**config.mk**
```make
export PLATFORM = sky130hd
export DESIGN_NAME = radio_device_flat
export DESIGN_NICKNAME = d
export VERILOG_FILES = /design/src/verilog/radio_pkg.sv /design/src/verilog/radio_link.sv /design/src/verilog/radio_device.sv /design/src/flat_wrapper.sv
export SDC_FILE = /design/constraint.sdc
export NUM_CORES = 1
export LEC_CHECK = 0
export ABC_AREA = 1
export BUFFER_PORTS_ARGS = -buffer_cell sky130_fd_sc_hd__clkbuf_2
export CAP_MARGIN = 30
export CORE_UTILIZATION = 35
export CTS_CLUSTER_SIZE = 30
export DETAILED_ROUTE_END_ITERATION = 10
export PLACE_DENSITY = 0.5
export SYNTH_ARGS = -nofsm -noshare
export SYNTH_HDL_FRONTEND = slang
export SYNTH_SLANG_ARGS = --single-unit
```
**constraint.sdc**
```tcl
create_clock -name sys_clk -period 3.8 [get_ports sys_clk]
set_input_delay 0.19 -clock sys_clk [delete_from_list [all_inputs] [get_ports sys_clk]]
set_output_delay 0.19 -clock sys_clk [all_outputs]
set_load 0.02 [all_outputs]
```
**src/verilog/radio_pkg.sv**
```systemverilog
package radio_pkg;
  // Timing
  localparam int SYS_PERIOD_NS = 40;
  localparam int OSC_TIME_NS = 330000;
  localparam int TRANS_TIME_NS = 1000;
  localparam int TX_TIME_NS = 16000;
  localparam int CLOCK_OUT_PIN_1M_NS = 1000;
  localparam int CLOCK_OUT_PIN_250K_NS = 4000;
  localparam int CLOCK_OUT_PIN_62K_NS = 16000;
  localparam logic [15:0] TRANS_CYC = 16'((TRANS_TIME_NS + SYS_PERIOD_NS - 1) / SYS_PERIOD_NS);
  localparam logic [15:0] TX_CYC = 16'((TX_TIME_NS + SYS_PERIOD_NS - 1) / SYS_PERIOD_NS);
  localparam logic [8:0] CLOCK_OUT_PIN_PER_1M = 9'(CLOCK_OUT_PIN_1M_NS / SYS_PERIOD_NS);
  localparam logic [8:0] CLOCK_OUT_PIN_PER_250K = 9'(CLOCK_OUT_PIN_250K_NS / SYS_PERIOD_NS);
  localparam logic [8:0] CLOCK_OUT_PIN_PER_62K = 9'(CLOCK_OUT_PIN_62K_NS / SYS_PERIOD_NS);
  localparam logic [15:0] SLEEP_CLOCK_OUT_PIN_CYC = 16'h0023;
  localparam logic [15:0] ONE_CYC = 16'h0001;
  // Serial frame: rw flag, 7-bit address, 8-bit data, msb first
  localparam int FRAME_RW = 15;
  localparam int ADDR_HI = 14;
  localparam int ADDR_LO = 8;
  localparam int DATA_HI = 7;
  localparam int ADDR_W = 7;
  localparam logic [4:0] LAST_ADDR_BIT = 5'h07;
  localparam logic [4:0] LAST_BIT = 5'h0F;
  localparam logic [4:0] SPI_HALF_CYC = 5'h0A;
  // Device register addresses
  localparam logic [6:0] A_STATUS = 7'h01;
  localparam logic [6:0] A_CMD = 7'h02;
  localparam logic [6:0] A_CLOCK_OUT_PIN = 7'h03;
  localparam logic [6:0] A_MASK = 7'h0E;
  localparam logic [6:0] A_IRQ = 7'h0F;
  // Command codes
  localparam logic [4:0] C_TX_START = 5'h02;
  localparam logic [4:0] C_FORCE_IDLE = 5'h03;
  localparam logic [4:0] C_FORCE_SYNTH = 5'h04;
  localparam logic [4:0] C_RX_ON = 5'h06;
  localparam logic [4:0] C_IDLE = 5'h08;
  localparam logic [4:0] C_SYNTH = 5'h09;
  localparam logic [4:0] C_PREP = 5'h10;
  // Status codes
  localparam logic [4:0] S_PON_CODE = 5'h00;
  localparam logic [4:0] S_BUSY_RX_CODE = 5'h01;
  localparam logic [4:0] S_BUSY_TX_CODE = 5'h02;
  localparam logic [4:0] S_RXON_CODE = 5'h06;
  localparam logic [4:0] S_IDLE_CODE = 5'h08;
  localparam logic [4:0] S_SYNTH_CODE = 5'h09;
  localparam logic [4:0] S_SLEEP_CODE = 5'h0F;
  localparam logic [4:0] S_PREP_CODE = 5'h10;
  localparam logic [4:0] TRANSITION_PENDING_CODE = 5'h1F;
  // Clock output rate field
  localparam logic [2:0] RATE_OFF = 3'h0;
  localparam logic [2:0] RATE_1M = 3'h1;
  localparam logic [2:0] RATE_250K = 3'h5;
  localparam logic [2:0] RATE_62K = 3'h6;
  // Interrupt bits
  localparam int IRQ_SYNTH_LOCK = 0;
  localparam int IRQ_WAKE_DONE = 4;
  // Sync vector positions in the device
  localparam int SY_CS = 4;
  localparam int SY_SCLK = 3;
  localparam int SY_MOSI = 2;
  localparam int SY_SLP = 1;
  localparam int SY_RST = 0;
  // Host register byte addresses
  localparam logic [3:0] H_CTRL = 4'h0;
  localparam logic [3:0] H_XFER = 4'h4;
  localparam logic [3:0] H_STAT = 4'h8;
  localparam int H_CTRL_SLP = 0;
  localparam int H_CTRL_RST = 1;

  typedef enum logic [3:0] {
    S_PON, S_RESET, S_IDLE, S_SLEEP, S_PREP, S_DEEP, S_SYNTH, S_RXON, S_BUSY_RX, S_BUSY_TX, S_TRANS
  } dev_state_t;

  function automatic logic [4:0] status_code(input dev_state_t s);
    case (s)
      S_PON: status_code = S_PON_CODE;
      S_IDLE: status_code = S_IDLE_CODE;
      S_SLEEP: status_code = S_SLEEP_CODE;
      S_PREP: status_code = S_PREP_CODE;
      S_SYNTH: status_code = S_SYNTH_CODE;
      S_RXON: status_code = S_RXON_CODE;
      S_BUSY_RX: status_code = S_BUSY_RX_CODE;
      S_BUSY_TX: status_code = S_BUSY_TX_CODE;
      default: status_code = TRANSITION_PENDING_CODE;
    endcase
  endfunction : status_code

  function automatic logic [8:0] clock_out_pin_period(input logic [2:0] r);
    case (r)
      RATE_1M: clock_out_pin_period = CLOCK_OUT_PIN_PER_1M;
      RATE_250K: clock_out_pin_period = CLOCK_OUT_PIN_PER_250K;
      RATE_62K: clock_out_pin_period = CLOCK_OUT_PIN_PER_62K;
      default: clock_out_pin_period = 9'h000;
    endcase
  endfunction : clock_out_pin_period
endpackage : radio_pkg

```
**src/verilog/radio_link.sv**
```systemverilog
`timescale 1ns/1ns
interface radio_link;
  logic sclk;
  logic mosi;
  logic miso;
  logic cs_n;
  logic slp;
  logic rst_n;
  logic clock_out_pin;
  logic irq;
  modport dev (input sclk, mosi, cs_n, slp, rst_n, output miso, clock_out_pin, irq);
  modport host (output sclk, mosi, cs_n, slp, rst_n, input miso, clock_out_pin, irq);
endinterface : radio_link

```
**src/verilog/radio_device.sv**
```systemverilog
// The address-and-strobe port and the placing of the registers were chosen for this implementation.
`timescale 1ns/1ns
module radio_device #(
  parameter int OSC_CYC = radio_pkg::OSC_TIME_NS / radio_pkg::SYS_PERIOD_NS
) (
  input wire logic sys_clk, // System clock
  input wire logic rst_b, // Power-on reset
  radio_link.dev link, // Link to host
  input wire logic rx_frame_start, // Frame detected pulse
  input wire logic rx_frame_end, // Frame received pulse
  output logic [4:0] state_code, // Current status code
  output logic pulls_en, // Input pulls active
  output logic synth_on, // Synthesizer powered
  output logic tx_active // Transmitting
);

  typedef struct packed {
    logic [4:0] s1;
    logic [4:0] s2;
    logic sclk_p;
    logic slp_p;
    radio_pkg::dev_state_t st;
    radio_pkg::dev_state_t tgt;
    logic [15:0] tcnt;
    logic [15:0] ocnt;
    logic wake;
    logic [8:0] dcnt;
    logic clock_out_pin;
    logic [4:0] bits;
    logic [15:0] shi;
    logic [7:0] sho;
    logic miso;
    logic [2:0] rate;
    logic [7:0] mask;
    logic [7:0] irqs;
    logic pend;
    logic pulls;
  } dev_t;

  localparam logic [15:0] OSC16 = 16'(OSC_CYC);

  dev_t q;
  dev_t d;
  logic sleepy;
  logic osc_ok;
  logic [8:0] per;
  logic run;
  logic rise;
  logic fast;
  logic tick;
  logic spi_on;
  logic spi_rise;
  logic spi_fall;
  logic wr;
  logic cmd_v;
  logic rst_low;
  logic busy;
  logic go;
  logic [15:0] word;
  logic [4:0] cmd;
  logic [7:0] set;
  logic [7:0] clr;
  radio_pkg::dev_state_t nxt;
  logic [15:0] tload;

  always_comb begin
    d = q;
    set = 8'h00;
    clr = 8'h00;
    wr = 1'b0;
    cmd_v = 1'b0;
    go = 1'b0;
    nxt = radio_pkg::S_IDLE;
    tload = radio_pkg::TRANS_CYC;
    d.s1 = {link.cs_n, link.sclk, link.mosi, link.slp, link.rst_n};
    d.s2 = q.s1;
    d.sclk_p = q.s2[radio_pkg::SY_SCLK];
    d.slp_p = q.s2[radio_pkg::SY_SLP];
    rst_low = !q.s2[radio_pkg::SY_RST];
    sleepy = (q.st == radio_pkg::S_SLEEP) || (q.st == radio_pkg::S_DEEP);
    busy = (q.st == radio_pkg::S_BUSY_RX) || (q.st == radio_pkg::S_BUSY_TX);

    // Oscillator held off while asleep, restarts its settling count on wake
    osc_ok = (q.ocnt == 16'h0000);
    if (sleepy) begin
      d.ocnt = OSC16;
    end else if (!osc_ok) begin
      d.ocnt = q.ocnt - 16'h0001;
    end

    // Clock output divider
    per = radio_pkg::clock_out_pin_period(q.rate);
    run = osc_ok && !sleepy && (per != 9'h000);
    rise = run && (q.dcnt == per - 9'h001);
    fast = (q.rate == radio_pkg::RATE_1M);
    if (run) begin
      d.dcnt = rise ? 9'h000 : q.dcnt + 9'h001;
      d.clock_out_pin = (d.dcnt < (per >> 1));
    end else begin
      d.dcnt = 9'h000;
      d.clock_out_pin = 1'b0;
    end

    // Serial slave, only alive with a settled oscillator and awake
    spi_on = osc_ok && !sleepy && !q.s2[radio_pkg::SY_CS];
    spi_rise = spi_on && q.s2[radio_pkg::SY_SCLK] && !q.sclk_p;
    spi_fall = spi_on && !q.s2[radio_pkg::SY_SCLK] && q.sclk_p;
    word = {q.shi[14:0], q.s2[radio_pkg::SY_MOSI]};
    cmd = word[4:0];
    if (!spi_on) begin
      d.bits = 5'h00;
      d.miso = 1'b0;
    end else if (spi_rise) begin
      d.shi = word;
      d.bits = q.bits + 5'h01;
      if (q.bits == radio_pkg::LAST_ADDR_BIT) begin
        case (word[radio_pkg::ADDR_W-1:0])
          radio_pkg::A_STATUS: d.sho = {3'h0, radio_pkg::status_code(q.st)};
          radio_pkg::A_CLOCK_OUT_PIN: d.sho = {5'h00, q.rate};
          radio_pkg::A_MASK: d.sho = q.mask;
          radio_pkg::A_IRQ: d.sho = q.irqs;
          default: d.sho = 8'h00;
        endcase
        if (word[radio_pkg::ADDR_W-1:0] == radio_pkg::A_IRQ && !word[radio_pkg::DATA_HI]) begin
          clr = 8'hFF;
        end
      end
      if (q.bits == radio_pkg::LAST_BIT && word[radio_pkg::FRAME_RW]) begin
        wr = 1'b1;
      end
    end else if (spi_fall && q.bits > radio_pkg::LAST_ADDR_BIT) begin
      d.miso = q.sho[radio_pkg::DATA_HI];
      d.sho = {q.sho[6:0], 1'b0};
    end

    if (wr) begin
      case (word[radio_pkg::ADDR_HI:radio_pkg::ADDR_LO])
        radio_pkg::A_CMD: cmd_v = 1'b1;
        radio_pkg::A_CLOCK_OUT_PIN: d.rate = word[2:0];
        radio_pkg::A_MASK: d.mask = word[radio_pkg::DATA_HI:0];
        default: ;
      endcase
    end

    // Sleep entry with a fast clock output waits out clock cycles first
    tick = ((q.tgt == radio_pkg::S_SLEEP) || (q.tgt == radio_pkg::S_DEEP)) ? (!fast || rise) : osc_ok;

    case (q.st)
      radio_pkg::S_PON: begin
        if (cmd_v && (cmd == radio_pkg::C_IDLE || cmd == radio_pkg::C_FORCE_IDLE)) begin
          go = 1'b1;
          d.wake = 1'b1;
        end
      end
      radio_pkg::S_RESET: begin
        if (!rst_low) begin
          d.st = radio_pkg::S_IDLE;
          set[radio_pkg::IRQ_WAKE_DONE] = 1'b1;
        end
      end
      radio_pkg::S_IDLE: begin
        if (q.s2[radio_pkg::SY_SLP]) begin
          go = 1'b1;
          nxt = radio_pkg::S_SLEEP;
          tload = fast ? radio_pkg::SLEEP_CLOCK_OUT_PIN_CYC : radio_pkg::ONE_CYC;
        end
      end
      radio_pkg::S_SLEEP: begin
        if (!q.s2[radio_pkg::SY_SLP]) begin
          go = 1'b1;
          d.wake = 1'b1;
        end
      end
      radio_pkg::S_PREP: begin
        if (q.s2[radio_pkg::SY_SLP]) begin
          go = 1'b1;
          nxt = radio_pkg::S_DEEP;
          tload = fast ? radio_pkg::SLEEP_CLOCK_OUT_PIN_CYC : radio_pkg::ONE_CYC;
        end
      end
      radio_pkg::S_DEEP: begin
        if (!q.s2[radio_pkg::SY_SLP]) begin
          go = 1'b1;
          d.wake = 1'b1;
          d.rate = radio_pkg::RATE_1M;
          d.mask = 8'h00;
          d.irqs = 8'h00;
        end
      end
      radio_pkg::S_SYNTH: begin
        if (q.s2[radio_pkg::SY_SLP] && !q.slp_p) begin
          d.st = radio_pkg::S_BUSY_TX;
          d.tcnt = radio_pkg::TX_CYC;
        end
      end
      radio_pkg::S_RXON: begin
        if (rx_frame_start) begin
          d.st = radio_pkg::S_BUSY_RX;
        end
      end
      radio_pkg::S_BUSY_RX: begin
        if (rx_frame_end) begin
          d.st = radio_pkg::S_RXON;
          go = q.pend;
        end
      end
      radio_pkg::S_BUSY_TX: begin
        if (q.tcnt == radio_pkg::ONE_CYC) begin
          d.st = radio_pkg::S_SYNTH;
          go = q.pend;
        end else begin
          d.tcnt = q.tcnt - 16'h0001;
        end
      end
      radio_pkg::S_TRANS: begin
        if (tick) begin
          if (q.tcnt == radio_pkg::ONE_CYC) begin
            d.st = q.tgt;
            d.wake = 1'b0;
            set[radio_pkg::IRQ_WAKE_DONE] = q.wake && (q.tgt == radio_pkg::S_IDLE);
            set[radio_pkg::IRQ_SYNTH_LOCK] = (q.tgt == radio_pkg::S_SYNTH);
          end else begin
            d.tcnt = q.tcnt - 16'h0001;
          end
        end
      end
      default: d.st = radio_pkg::S_PON;
    endcase

    // Commands while in a transition are dropped; host must wait it out
    if (cmd_v && !go && q.st inside {radio_pkg::S_IDLE, radio_pkg::S_PREP, radio_pkg::S_SYNTH,
        radio_pkg::S_RXON, radio_pkg::S_BUSY_RX, radio_pkg::S_BUSY_TX}) begin
      case (cmd)
        radio_pkg::C_FORCE_IDLE: go = 1'b1;
        radio_pkg::C_IDLE: begin
          if (busy) begin
            d.pend = 1'b1;
          end else begin
            go = 1'b1;
          end
        end
        radio_pkg::C_FORCE_SYNTH: begin
          go = 1'b1;
          nxt = radio_pkg::S_SYNTH;
        end
        radio_pkg::C_SYNTH: begin
          go = (q.st == radio_pkg::S_IDLE) || (q.st == radio_pkg::S_RXON);
          nxt = radio_pkg::S_SYNTH;
        end
        radio_pkg::C_RX_ON: begin
          go = (q.st == radio_pkg::S_IDLE) || (q.st == radio_pkg::S_SYNTH);
          nxt = radio_pkg::S_RXON;
        end
        radio_pkg::C_PREP: begin
          go = (q.st == radio_pkg::S_IDLE);
          nxt = radio_pkg::S_PREP;
        end
        radio_pkg::C_TX_START: begin
          if (q.st == radio_pkg::S_SYNTH) begin
            d.st = radio_pkg::S_BUSY_TX;
            d.tcnt = radio_pkg::TX_CYC;
          end
        end
        default: ;
      endcase
    end

    if (go) begin
      d.st = radio_pkg::S_TRANS;
      d.tgt = nxt;
      d.tcnt = tload;
      d.pend = 1'b0;
    end

    // Event set wins over a read clear in the same cycle
    d.irqs = (d.irqs & ~clr) | (set & q.mask);

    // Reset pin outside deep sleep: registers back to defaults, clock rate shadowed
    if (rst_low && q.st != radio_pkg::S_DEEP) begin
      d.mask = 8'h00;
      d.irqs = 8'h00;
      d.pend = 1'b0;
      d.wake = 1'b0;
      if (q.st != radio_pkg::S_PON) begin
        d.st = radio_pkg::S_RESET;
      end
    end

    d.pulls = (d.st == radio_pkg::S_PON) || (d.st == radio_pkg::S_DEEP);
  end

  always_ff @(posedge sys_clk or negedge rst_b) begin
    if (!rst_b) begin
      q <= '0;
      q.ocnt <= OSC16;
      q.rate <= radio_pkg::RATE_1M;
      q.pulls <= 1'b1;
    end else begin
      q <= d;
    end
  end

  assign link.miso = q.miso;
  assign link.clock_out_pin = q.clock_out_pin;
  assign link.irq = |(q.irqs & q.mask);
  assign state_code = radio_pkg::status_code(q.st);
  assign pulls_en = q.pulls;
  assign tx_active = (q.st == radio_pkg::S_BUSY_TX);
  assign synth_on = (q.st inside {radio_pkg::S_SYNTH, radio_pkg::S_RXON, radio_pkg::S_BUSY_RX, radio_pkg::S_BUSY_TX})
    || (q.st == radio_pkg::S_TRANS && q.tgt inside {radio_pkg::S_SYNTH, radio_pkg::S_RXON});

endmodule : radio_device

```
**src/flat_wrapper.sv**
```systemverilog
// flat-port wrapper written by rule: the top's interface ports become plain ports
module radio_device_flat 
#(
  parameter int OSC_CYC = radio_pkg::OSC_TIME_NS / radio_pkg::SYS_PERIOD_NS
)
  (sys_clk, rst_b, rx_frame_start, rx_frame_end, state_code, pulls_en, synth_on, tx_active, link_sclk, link_mosi, link_cs_n, link_slp, link_rst_n, link_miso, link_clock_out_pin, link_irq);
  radio_link link_i ();
  input wire logic sys_clk;
  input wire logic rst_b;
  input wire logic rx_frame_start;
  input wire logic rx_frame_end;
  output logic [4:0] state_code;
  output logic pulls_en;
  output logic synth_on;
  output logic tx_active;
  input wire logic [$bits(link_i.sclk)-1:0] link_sclk;
  input wire logic [$bits(link_i.mosi)-1:0] link_mosi;
  input wire logic [$bits(link_i.cs_n)-1:0] link_cs_n;
  input wire logic [$bits(link_i.slp)-1:0] link_slp;
  input wire logic [$bits(link_i.rst_n)-1:0] link_rst_n;
  output wire logic [$bits(link_i.miso)-1:0] link_miso;
  output wire logic [$bits(link_i.clock_out_pin)-1:0] link_clock_out_pin;
  output wire logic [$bits(link_i.irq)-1:0] link_irq;
  assign link_i.sclk = link_sclk;
  assign link_i.mosi = link_mosi;
  assign link_i.cs_n = link_cs_n;
  assign link_i.slp = link_slp;
  assign link_i.rst_n = link_rst_n;
  assign link_miso = link_i.miso;
  assign link_clock_out_pin = link_i.clock_out_pin;
  assign link_irq = link_i.irq;
  radio_device #(.OSC_CYC(OSC_CYC)) u_core (.sys_clk(sys_clk), .rst_b(rst_b), .link(link_i), .rx_frame_start(rx_frame_start), .rx_frame_end(rx_frame_end), .state_code(state_code), .pulls_en(pulls_en), .synth_on(synth_on), .tx_active(tx_active));
endmodule
```
### Word level (Yosys, flattened, before mapping)

Memory sizes are Yosys's and may differ from the RTL's.
Cells that the tools add are included.

* add/sub/neg operators: 5
* $lt $le $gt $ge: 2
* eq/ne operators: 47
* multiplexer cells: 84
* bitwise operators: 5
* reductions and logical operators: 60

Operators by type and width (number)
* 16-bit two-way mux: 10
* 8-bit two-way mux: 7
* 4-bit two-way mux: 13
* 16-bit case mux with 3 select lines: 1
* 19-bit two-way mux: 2
* 4-bit by 3-bit equality test with 1-bit output, second input constant: 8
* 8-bit case mux with 4 select lines: 1
* 16-bit by 1-bit subtractor with 16-bit output, second input constant: 2
* 1-bit two-way mux: 31
* 4-bit case mux with 7 select lines: 1
* 9-bit case mux with 3 select lines: 1
* 24-bit two-way mux: 1
* 7-bit by 2-bit equality test with 1-bit output, second input constant: 3
* 7-bit by 4-bit equality test with 1-bit output, second input constant: 3
* 21-bit two-way mux: 1
* 1-bit logical AND: 18
* 9-bit two-way mux: 2
* 17-bit two-way mux: 1
* 8-bit AND: 2
* 16-bit by 1-bit equality test with 1-bit output, second input constant: 1
* 4-bit by 2-bit equality test with 1-bit output, second input constant: 4
* 16-bit logical NOT: 1
* 5-bit by 3-bit equality test with 1-bit output, second input constant: 3
* 5-bit by 4-bit equality test with 1-bit output, second input constant: 3
* other kinds (45): 83

* bits in registers: 114
* bits in read-only memories: 160
* input bits: 9
* output and inout bits: 11
* logic and storage cells: 225
* memories kept: 2

Memories
* (no name shown): words 16, width 5, rd ports 1, clocked after memory_dff 0, write ports 0, RTL line radio_pkg.sv:76 `case (s)`
* (no name shown): words 16, width 5, rd ports 1, clocked after memory_dff 0, write ports 0, RTL line radio_pkg.sv:76

### Logic depth before layout (Yosys ltp)

Gate-level depths: netlist of the first run.

* depth after elaboration: 22
* gate-level depth with buffers: 22

### Least setup slack after synthesis of the first run

OpenSTA, ideal clock, no wires.

* path kind: register to register
* from: reg u_core.q[18] (netlist bit)
* to: reg u_core.q (netlist bit u_core.link.clock_out_pin)
* library setup time: 0.077 ns
* arrival: 2.605 ns
* path slack: 1.117 ns
* stages on the path, launching flop included: 18
* buffers on the path: 0
* cell sequence: dfstp_2 > inv_1 > nor2_2 > nand2_1 > ha_1 > xor2_1 > o21ai_0 > inv_1 > nand3_1 > nor2_4 > nand2_4 > inv_1 > nor2_1 > ha_1 > a21oi_1 > o21ai_0 > a21o_1 > a21oi_1

RTL lines
* from (decl): RTL line radio_device.sv:42 `dev_t q;`

==> impl_metrics.ini, run 1 <==
[run]
max-cap-violations = 0

[finish]
ff_latch_area_um2 = 2810
n_antenna_cell = 0
stdcell_area_um2 = 7680
final_net_count = 985
area_delta_synth_final_pct = 11.1
multi_input_comb_area_um2 = 3530
nFillCells = 2075
drive_gt1_share_pct = 9.99
final_util_pct = 39.6

[worst_setup_path]
worst-r2r-cell-count = 17
cpPeakStageDelay_ps = 570
cp_top_family = simple AND/OR/NAND/NOR gates
arrival_ps = 3280
cp-start-kind = register
rr_startpoint = u_core.q[18]
path_class = reg2reg
crit_chain = inv_1, nor2_2, nand2_1, ha_1, nand2_1, nand3_1, o21ai_1, nand2_1, nor2_1, nand2_4, inv_1, nor2_1, ha_1, a21oi_1, o21ai_0, a21o_1, a21oi_1
critPathBufInv = 2
worst-r2r-setup-slack_ps = 790
crit_top_cell = nand2_1
cp.required_ps = 4080
cp-end-kind = register
r2r-end = u_core.link.clock_out_pin
cp_slowest_cell = dfstp_2
critPathMaxFanout = 8

[timing]
setup_tns_ps = 0
fin_worst_skew_ps = 14.2
finalMaxSlewViolations = 0
worst_slew_pin_slew_ps = 811
period_minus_slack_ps = 3010
max_freq_mhz = 332
finalSetupViolCount = 0
rsz0062_at_grt = false
hold_viol_final = 0
whs_ps = 354
timing.final.crit_share_pct = 79.1
slew_headroom_pct = 46.0

[drt]
drt_first_pass_iters = 5
route.antenna.remaining_nets = 0
vias_per_cell = 4.99
routed_wl_mm = 18.1
remaining_drc_errors = 0
wl_per_cell_um = 14.8
drt_iter0_markers = 423
num_vias = 6122

[floorplanning]
die_w_um = 143
start_util_pct = 35.6
dieHeight_um = 143
die-area_um2 = 20300
boundaryPins = 20
core_area_um2 = 19400
num_rows = 51

[global_route]
grt_util_all_layers_pct = 19.2
grt_pass1_vias = 5981
grt_pass1_wl_mm = 30.7
antenna_found_initial = 0
gr-total-overflow = 0
grt_max_degree = 62

[place]
placed_area_um2 = 7320
dp_hpwl_mm = 13.8
port_buffers = 19
gp_congestion = 0.870

[yosys]
syn_nets = 954
synthMuxAreaShare_pct = 0
synth-xor-area-share_pct = 1.52
synthSimpleGateAreaFrac_pct = 29.7
yosysTopAreaCell = dfrtp_1
postSynthAreaPerCell_um2 = 7.47
synthFlopType = dfrtp_1
synth_top_family_by_area = simple AND/OR/NAND/NOR gates
netlist_area_um2 = 6910
yosysWarnings = 0
synth-compound-area-share_pct = 16.3
synth_seq_area_share_pct = 40.7
yosys_register_bits = 112
netlist_instances = 925
async_flop_share_pct = 100
synth_top_area_share_pct = 38.0
synth_fa_ha_area_share_pct = 3.62
yosys.cell_types.count = 59
synth-edff-count = 0
ys_top_cells_by_area = dfrtp_1 (38%), nand2_1 (10%), nor2_1 (7.1%), inv_1 (7.0%), o21ai_0 (4.3%)

[outcome]
status = complete, no violations

[power_and_ir_drop]
power_w = 0.00420
peakVddDrop_mv = 0.237
power.density_nw_per_um2 = 548
p_leak_nw = 3.63

[min_path]
hp-start = u_core.d[106]
hold_depth = 0
min_path_type = reg2reg
holdPathEnd = u_core.cmd[0]

[clocking]
clk_pin_slew_worst_paths_ps = 80
clk_latency_ps = 360
cts_root_buf = clkbuf_16
numCtsBuffers = 9
hold_buffers = 6
cts-resized-gates = 0
clockBufferDepth = 2
cts.sinks = 112
postCtsSetupBuffers = 0
htreeDepth = 3
cts_tree = yes
[where the power goes]
| part | total [W] | switching [W] | internal (W) |
|---|---|---|---|
| sequential | 0.00158 | 0.000202 | 0.00138 |
| combinational | 0.00163 | 0.00110 | 0.000529 |
| clock | 0.000987 | 0.000468 | 0.000520 |
| total | 0.00420 | 0.00177 | 0.00243 |
[cell type report]
cell class | count | share of cell area, %
multi-input cells | 668 | 46.0
clock buffers | 11 | 3.03
clock inverters | 5 | 0.831
well taps | 265 | 4.32
repair buffers | 30 | 2.54
inverters | 135 | 6.62
flip-flops and latches | 112 | 36.6
[routing by layer]
layer  vias up  global-route usage (%)  share of wire, %
met3        22                    2.66               3.3
li1       3136                       -                 -
met4         0                    5.26               1.2
met1      2850                    27.9                51
met5         -                       0                 0
met2       114                    29.6                44
[how the worst max path moves through the flow]
| stage | slack [ps] | depth (start not counted) | startpoint | endpoint |
|---|---|---|---|---|
| finish | 790 | 17 | u_core.q[18] | u_core.link.clock_out_pin |
| global route | 410 | 19 | u_core.q[18] | u_core.pulls_en |
| CTS | 790 | 17 | u_core.q[18] | u_core.link.clock_out_pin |
| detailed placement | 800 | 17 | u_core.q[18] | u_core.link.clock_out_pin |
| global placement | 830 | 17 | u_core.q[18] | u_core.link.clock_out_pin |
| floorplan | 1120 | 17 | u_core.q[18] | u_core.link.clock_out_pin |
[per-stage QoR]
stage          std cells  setup slack (ps)
4_1_cts             1226               786
3_5_place_dp        1204               799
6_report            1226               792
5_1_grt             1226               409
2_1_floorplan        925              1120
3_3_place_gp        1204               834
[worst reg2reg max path: stages (launching register included)]
cell	delay, ps
dfstp_2	570
inv_1	70
nor2_2	110
nand2_1	170
ha_1	290
nand2_1	100
nand3_1	80
o21ai_1	130
nand2_1	60
nor2_1	190
nand2_4	120
inv_1	190
nor2_1	70
ha_1	280
a21oi_1	140
o21ai_0	100
a21o_1	160
a21oi_1	120
[kinds of logic (layout without fill, tap and decap cells)]
kind of cell               after synthesis  after routing
AOI/OAI and AO/OA                      182            182
DFF                                    112            112
and+or+nand+nor                        454            454
adders and majority gates               20             20
buffers and inverters                  145            181
xor gates and xnor gates                12             12
[Yosys cell counts, drive strengths merged (12+ instances only)]
master / count
nor3: 28
inv: 134
o22ai: 13
a21oi: 50
nand4: 18
a31oi: 12
dfrtp: 105
ha: 20
o21ai: 65
nand2: 202
nor2: 144
nand3: 52
[state kept, by name, summed over array words and instances (netlist names)]
signal,flops
u_core.q,97
u_core.d,7
u_core.cmd,5
u_core.link.clock_out_pin,1
u_core.link.miso,1
u_core.pulls_en,1
[cells in the final DEF (no fill, tap or decap), types with 9 or more instances in the layout]
cell type	n
o22ai_1	11
nor3_1	27
clkbuf_16	9
nand2_2	10
nand3_1	48
o21ai_0	59
a31oi_1	10
a21oi_1	48
nor2_1	131
inv_1	128
clkbuf_2	18
dfrtp_1	105
nand2_1	187
nand4_1	16
ha_1	20
Note: power is estimated with default switching activity, not from simulation.
==> run 2, diff against run 1 <==
==> constraint.sdc (replaced) <==
create_clock -name sys_clk -period 3 [get_ports sys_clk]
set_input_delay 0.15 -clock sys_clk [delete_from_list [all_inputs] [get_ports sys_clk]]
set_output_delay 0.15 -clock sys_clk [all_outputs]
set_load 0.02 [all_outputs]
==> run 2 against run 1 <==
Cell count grew 1.1%. Clock power grew 29%. Combinational power grew 33%. Total power grew 29%. Largest power group unchanged. Highest routed layer unchanged.
==> impl_metrics.ini, run 2 (same netlist as run 1, synthesis figures left out) <==
[outcome]
status = complete, no violations

[worst_setup_path]
cp-start-kind = register
cp.required_ps = 3280
cp-end-kind = register
worst-r2r-setup-slack_ps = 200
critPathMaxFanout = 6
arrival_ps = 3080
path_class = reg2reg

[floorplanning]
die-area_um2 = 20300
dieHeight_um = 143
boundaryPins = 20
start_util_pct = 35.6
die_w_um = 143
core_area_um2 = 19400
num_rows = 51

[global_route]
grt_max_degree = 63
gr-total-overflow = 0
grt_util_all_layers_pct = 19.0
antenna_found_initial = 0
grt_pass1_vias = 5900
grt_pass1_wl_mm = 30.3

[timing]
finalMaxSlewViolations = 0
timing.final.crit_share_pct = 93.3
hold_viol_final = 0
period_minus_slack_ps = 2800
finalWorstSetupSlack_ps = 201
fin_worst_skew_ps = 13.0
worst_slew_pin_slew_ps = 686
slew_headroom_pct = 54.3
setup_tns_ps = 0
max_freq_mhz = 357
finalSetupViolCount = 0

[place]
dp_slack_ps = 135
dp_hpwl_mm = 13.7
port_buffers = 19
placed_area_um2 = 7420
gp_congestion = 0.859

[power_and_ir_drop]
power_w = 0.00542
power.density_nw_per_um2 = 690
peakVddDrop_mv = 0.336
p_leak_nw = 3.74

[drt]
num_vias = 6183
remaining_drc_errors = 0
vias_per_cell = 4.99
drt_first_pass_iters = 6
drt_iter0_markers = 380
route.antenna.remaining_nets = 0
wl_per_cell_um = 14.5
routed_wl_mm = 18.0

[clocking]
cts_tree = yes
clockBufferDepth = 2
clk_latency_ps = 360
numCtsBuffers = 9
cts_root_buf = clkbuf_16
clk_pin_slew_worst_paths_ps = 70
cts.sinks = 112
htreeDepth = 3

[finish]
area_delta_synth_final_pct = 13.7
final_cell_mix = nand2_1 (184), nor2_1 (131), inv_1 (127)
final_util_pct = 40.5
stdcell_area_um2 = 7860
largest_register = u_core.q
n_antenna_cell = 0
largest_reg_flops = 97
layout_commonest_cell = nand2_1
final_net_count = 1000
drive_gt1_share_pct = 12.1

[min_path]
min_path_type = reg2reg

[run]
max-cap-violations = 0
-- run 2: layout make-up --
| class | instances | area [um2] |
|---|---|---|
| fillers | 2077 | 11500 |
| multi-input cells | 668 | 3580 |
| flip-flops and latches | 112 | 2810 |
| inverters | 135 | 510 |
| well taps | 265 | 332 |
| repair buffers | 45 | 320 |
| clock buffers | 10 | 239 |
| clock inverters | 5 | 63.8 |
-- run 2: final timing paths --
| path | start | endpoint | cells past startpoint |
|---|---|---|---|
| max in group asynchronous | rst_b | u_core.pulls_en | 3 |
| min in group asynchronous | rst_b | u_core.q[73] | 2 |
| hold / removal | u_core.d[105] | u_core.d[102] | 0 |
| hold reg to reg | u_core.d[105] | u_core.d[102] | 0 |
| setup reg to reg | u_core.q[18] | u_core.link.clock_out_pin | 17 |
| setup / recovery | u_core.q[18] | u_core.link.clock_out_pin | 17 |
-- run 2: worst max-delay path: stages, from the launching register on --
cell	delay, ps
dfstp_2	540
inv_1	70
nor2_4	180
nand2_4	90
ha_1	320
xor2_1	120
o21ai_0	90
inv_1	70
nand3_2	80
nor2_4	130
nand2_4	100
inv_4	80
nor2_1	40
ha_1	280
a21oi_1	130
o21ai_0	90
a21o_1	160
a21oi_1	130
-- run 2: routing by layer --
metal  routed length [um]  track usage (%)  vias up
li1                     -                -     3171
met1                 9370             28.0     2887
met2                 7810             29.1      111
met3                  613             2.52       14
met4                  184             4.41        0
met5                    0                0        -
-- run 2: through the flow --
stage          hold slack (ps)  cells
4_1_cts                    354   1237
2_1_floorplan             -146    925
3_5_place_dp               248   1216
6_report                   353   1240
3_3_place_gp               258   1216
5_1_grt                    356   1240
-- run 2: repair_timing --
| item | 4_1_cts | 5_1_grt |
|---|---|---|
| setup buffers | 0 | 3 |
| setup endpoints to repair | 0 | 18 |
| hold endpoints to repair | 53 | 0 |
| hold buffers | 6 | 0 |
| resized for setup | 0 | 13 |
-- run 2: power breakdown --
group          internal [W]  switching [W]  leakage, nW  total [W]
combinational      0.000733        0.00142         2.10    0.00216
sequential          0.00175       0.000247         1.49    0.00200
clock              0.000677       0.000593        0.151    0.00127
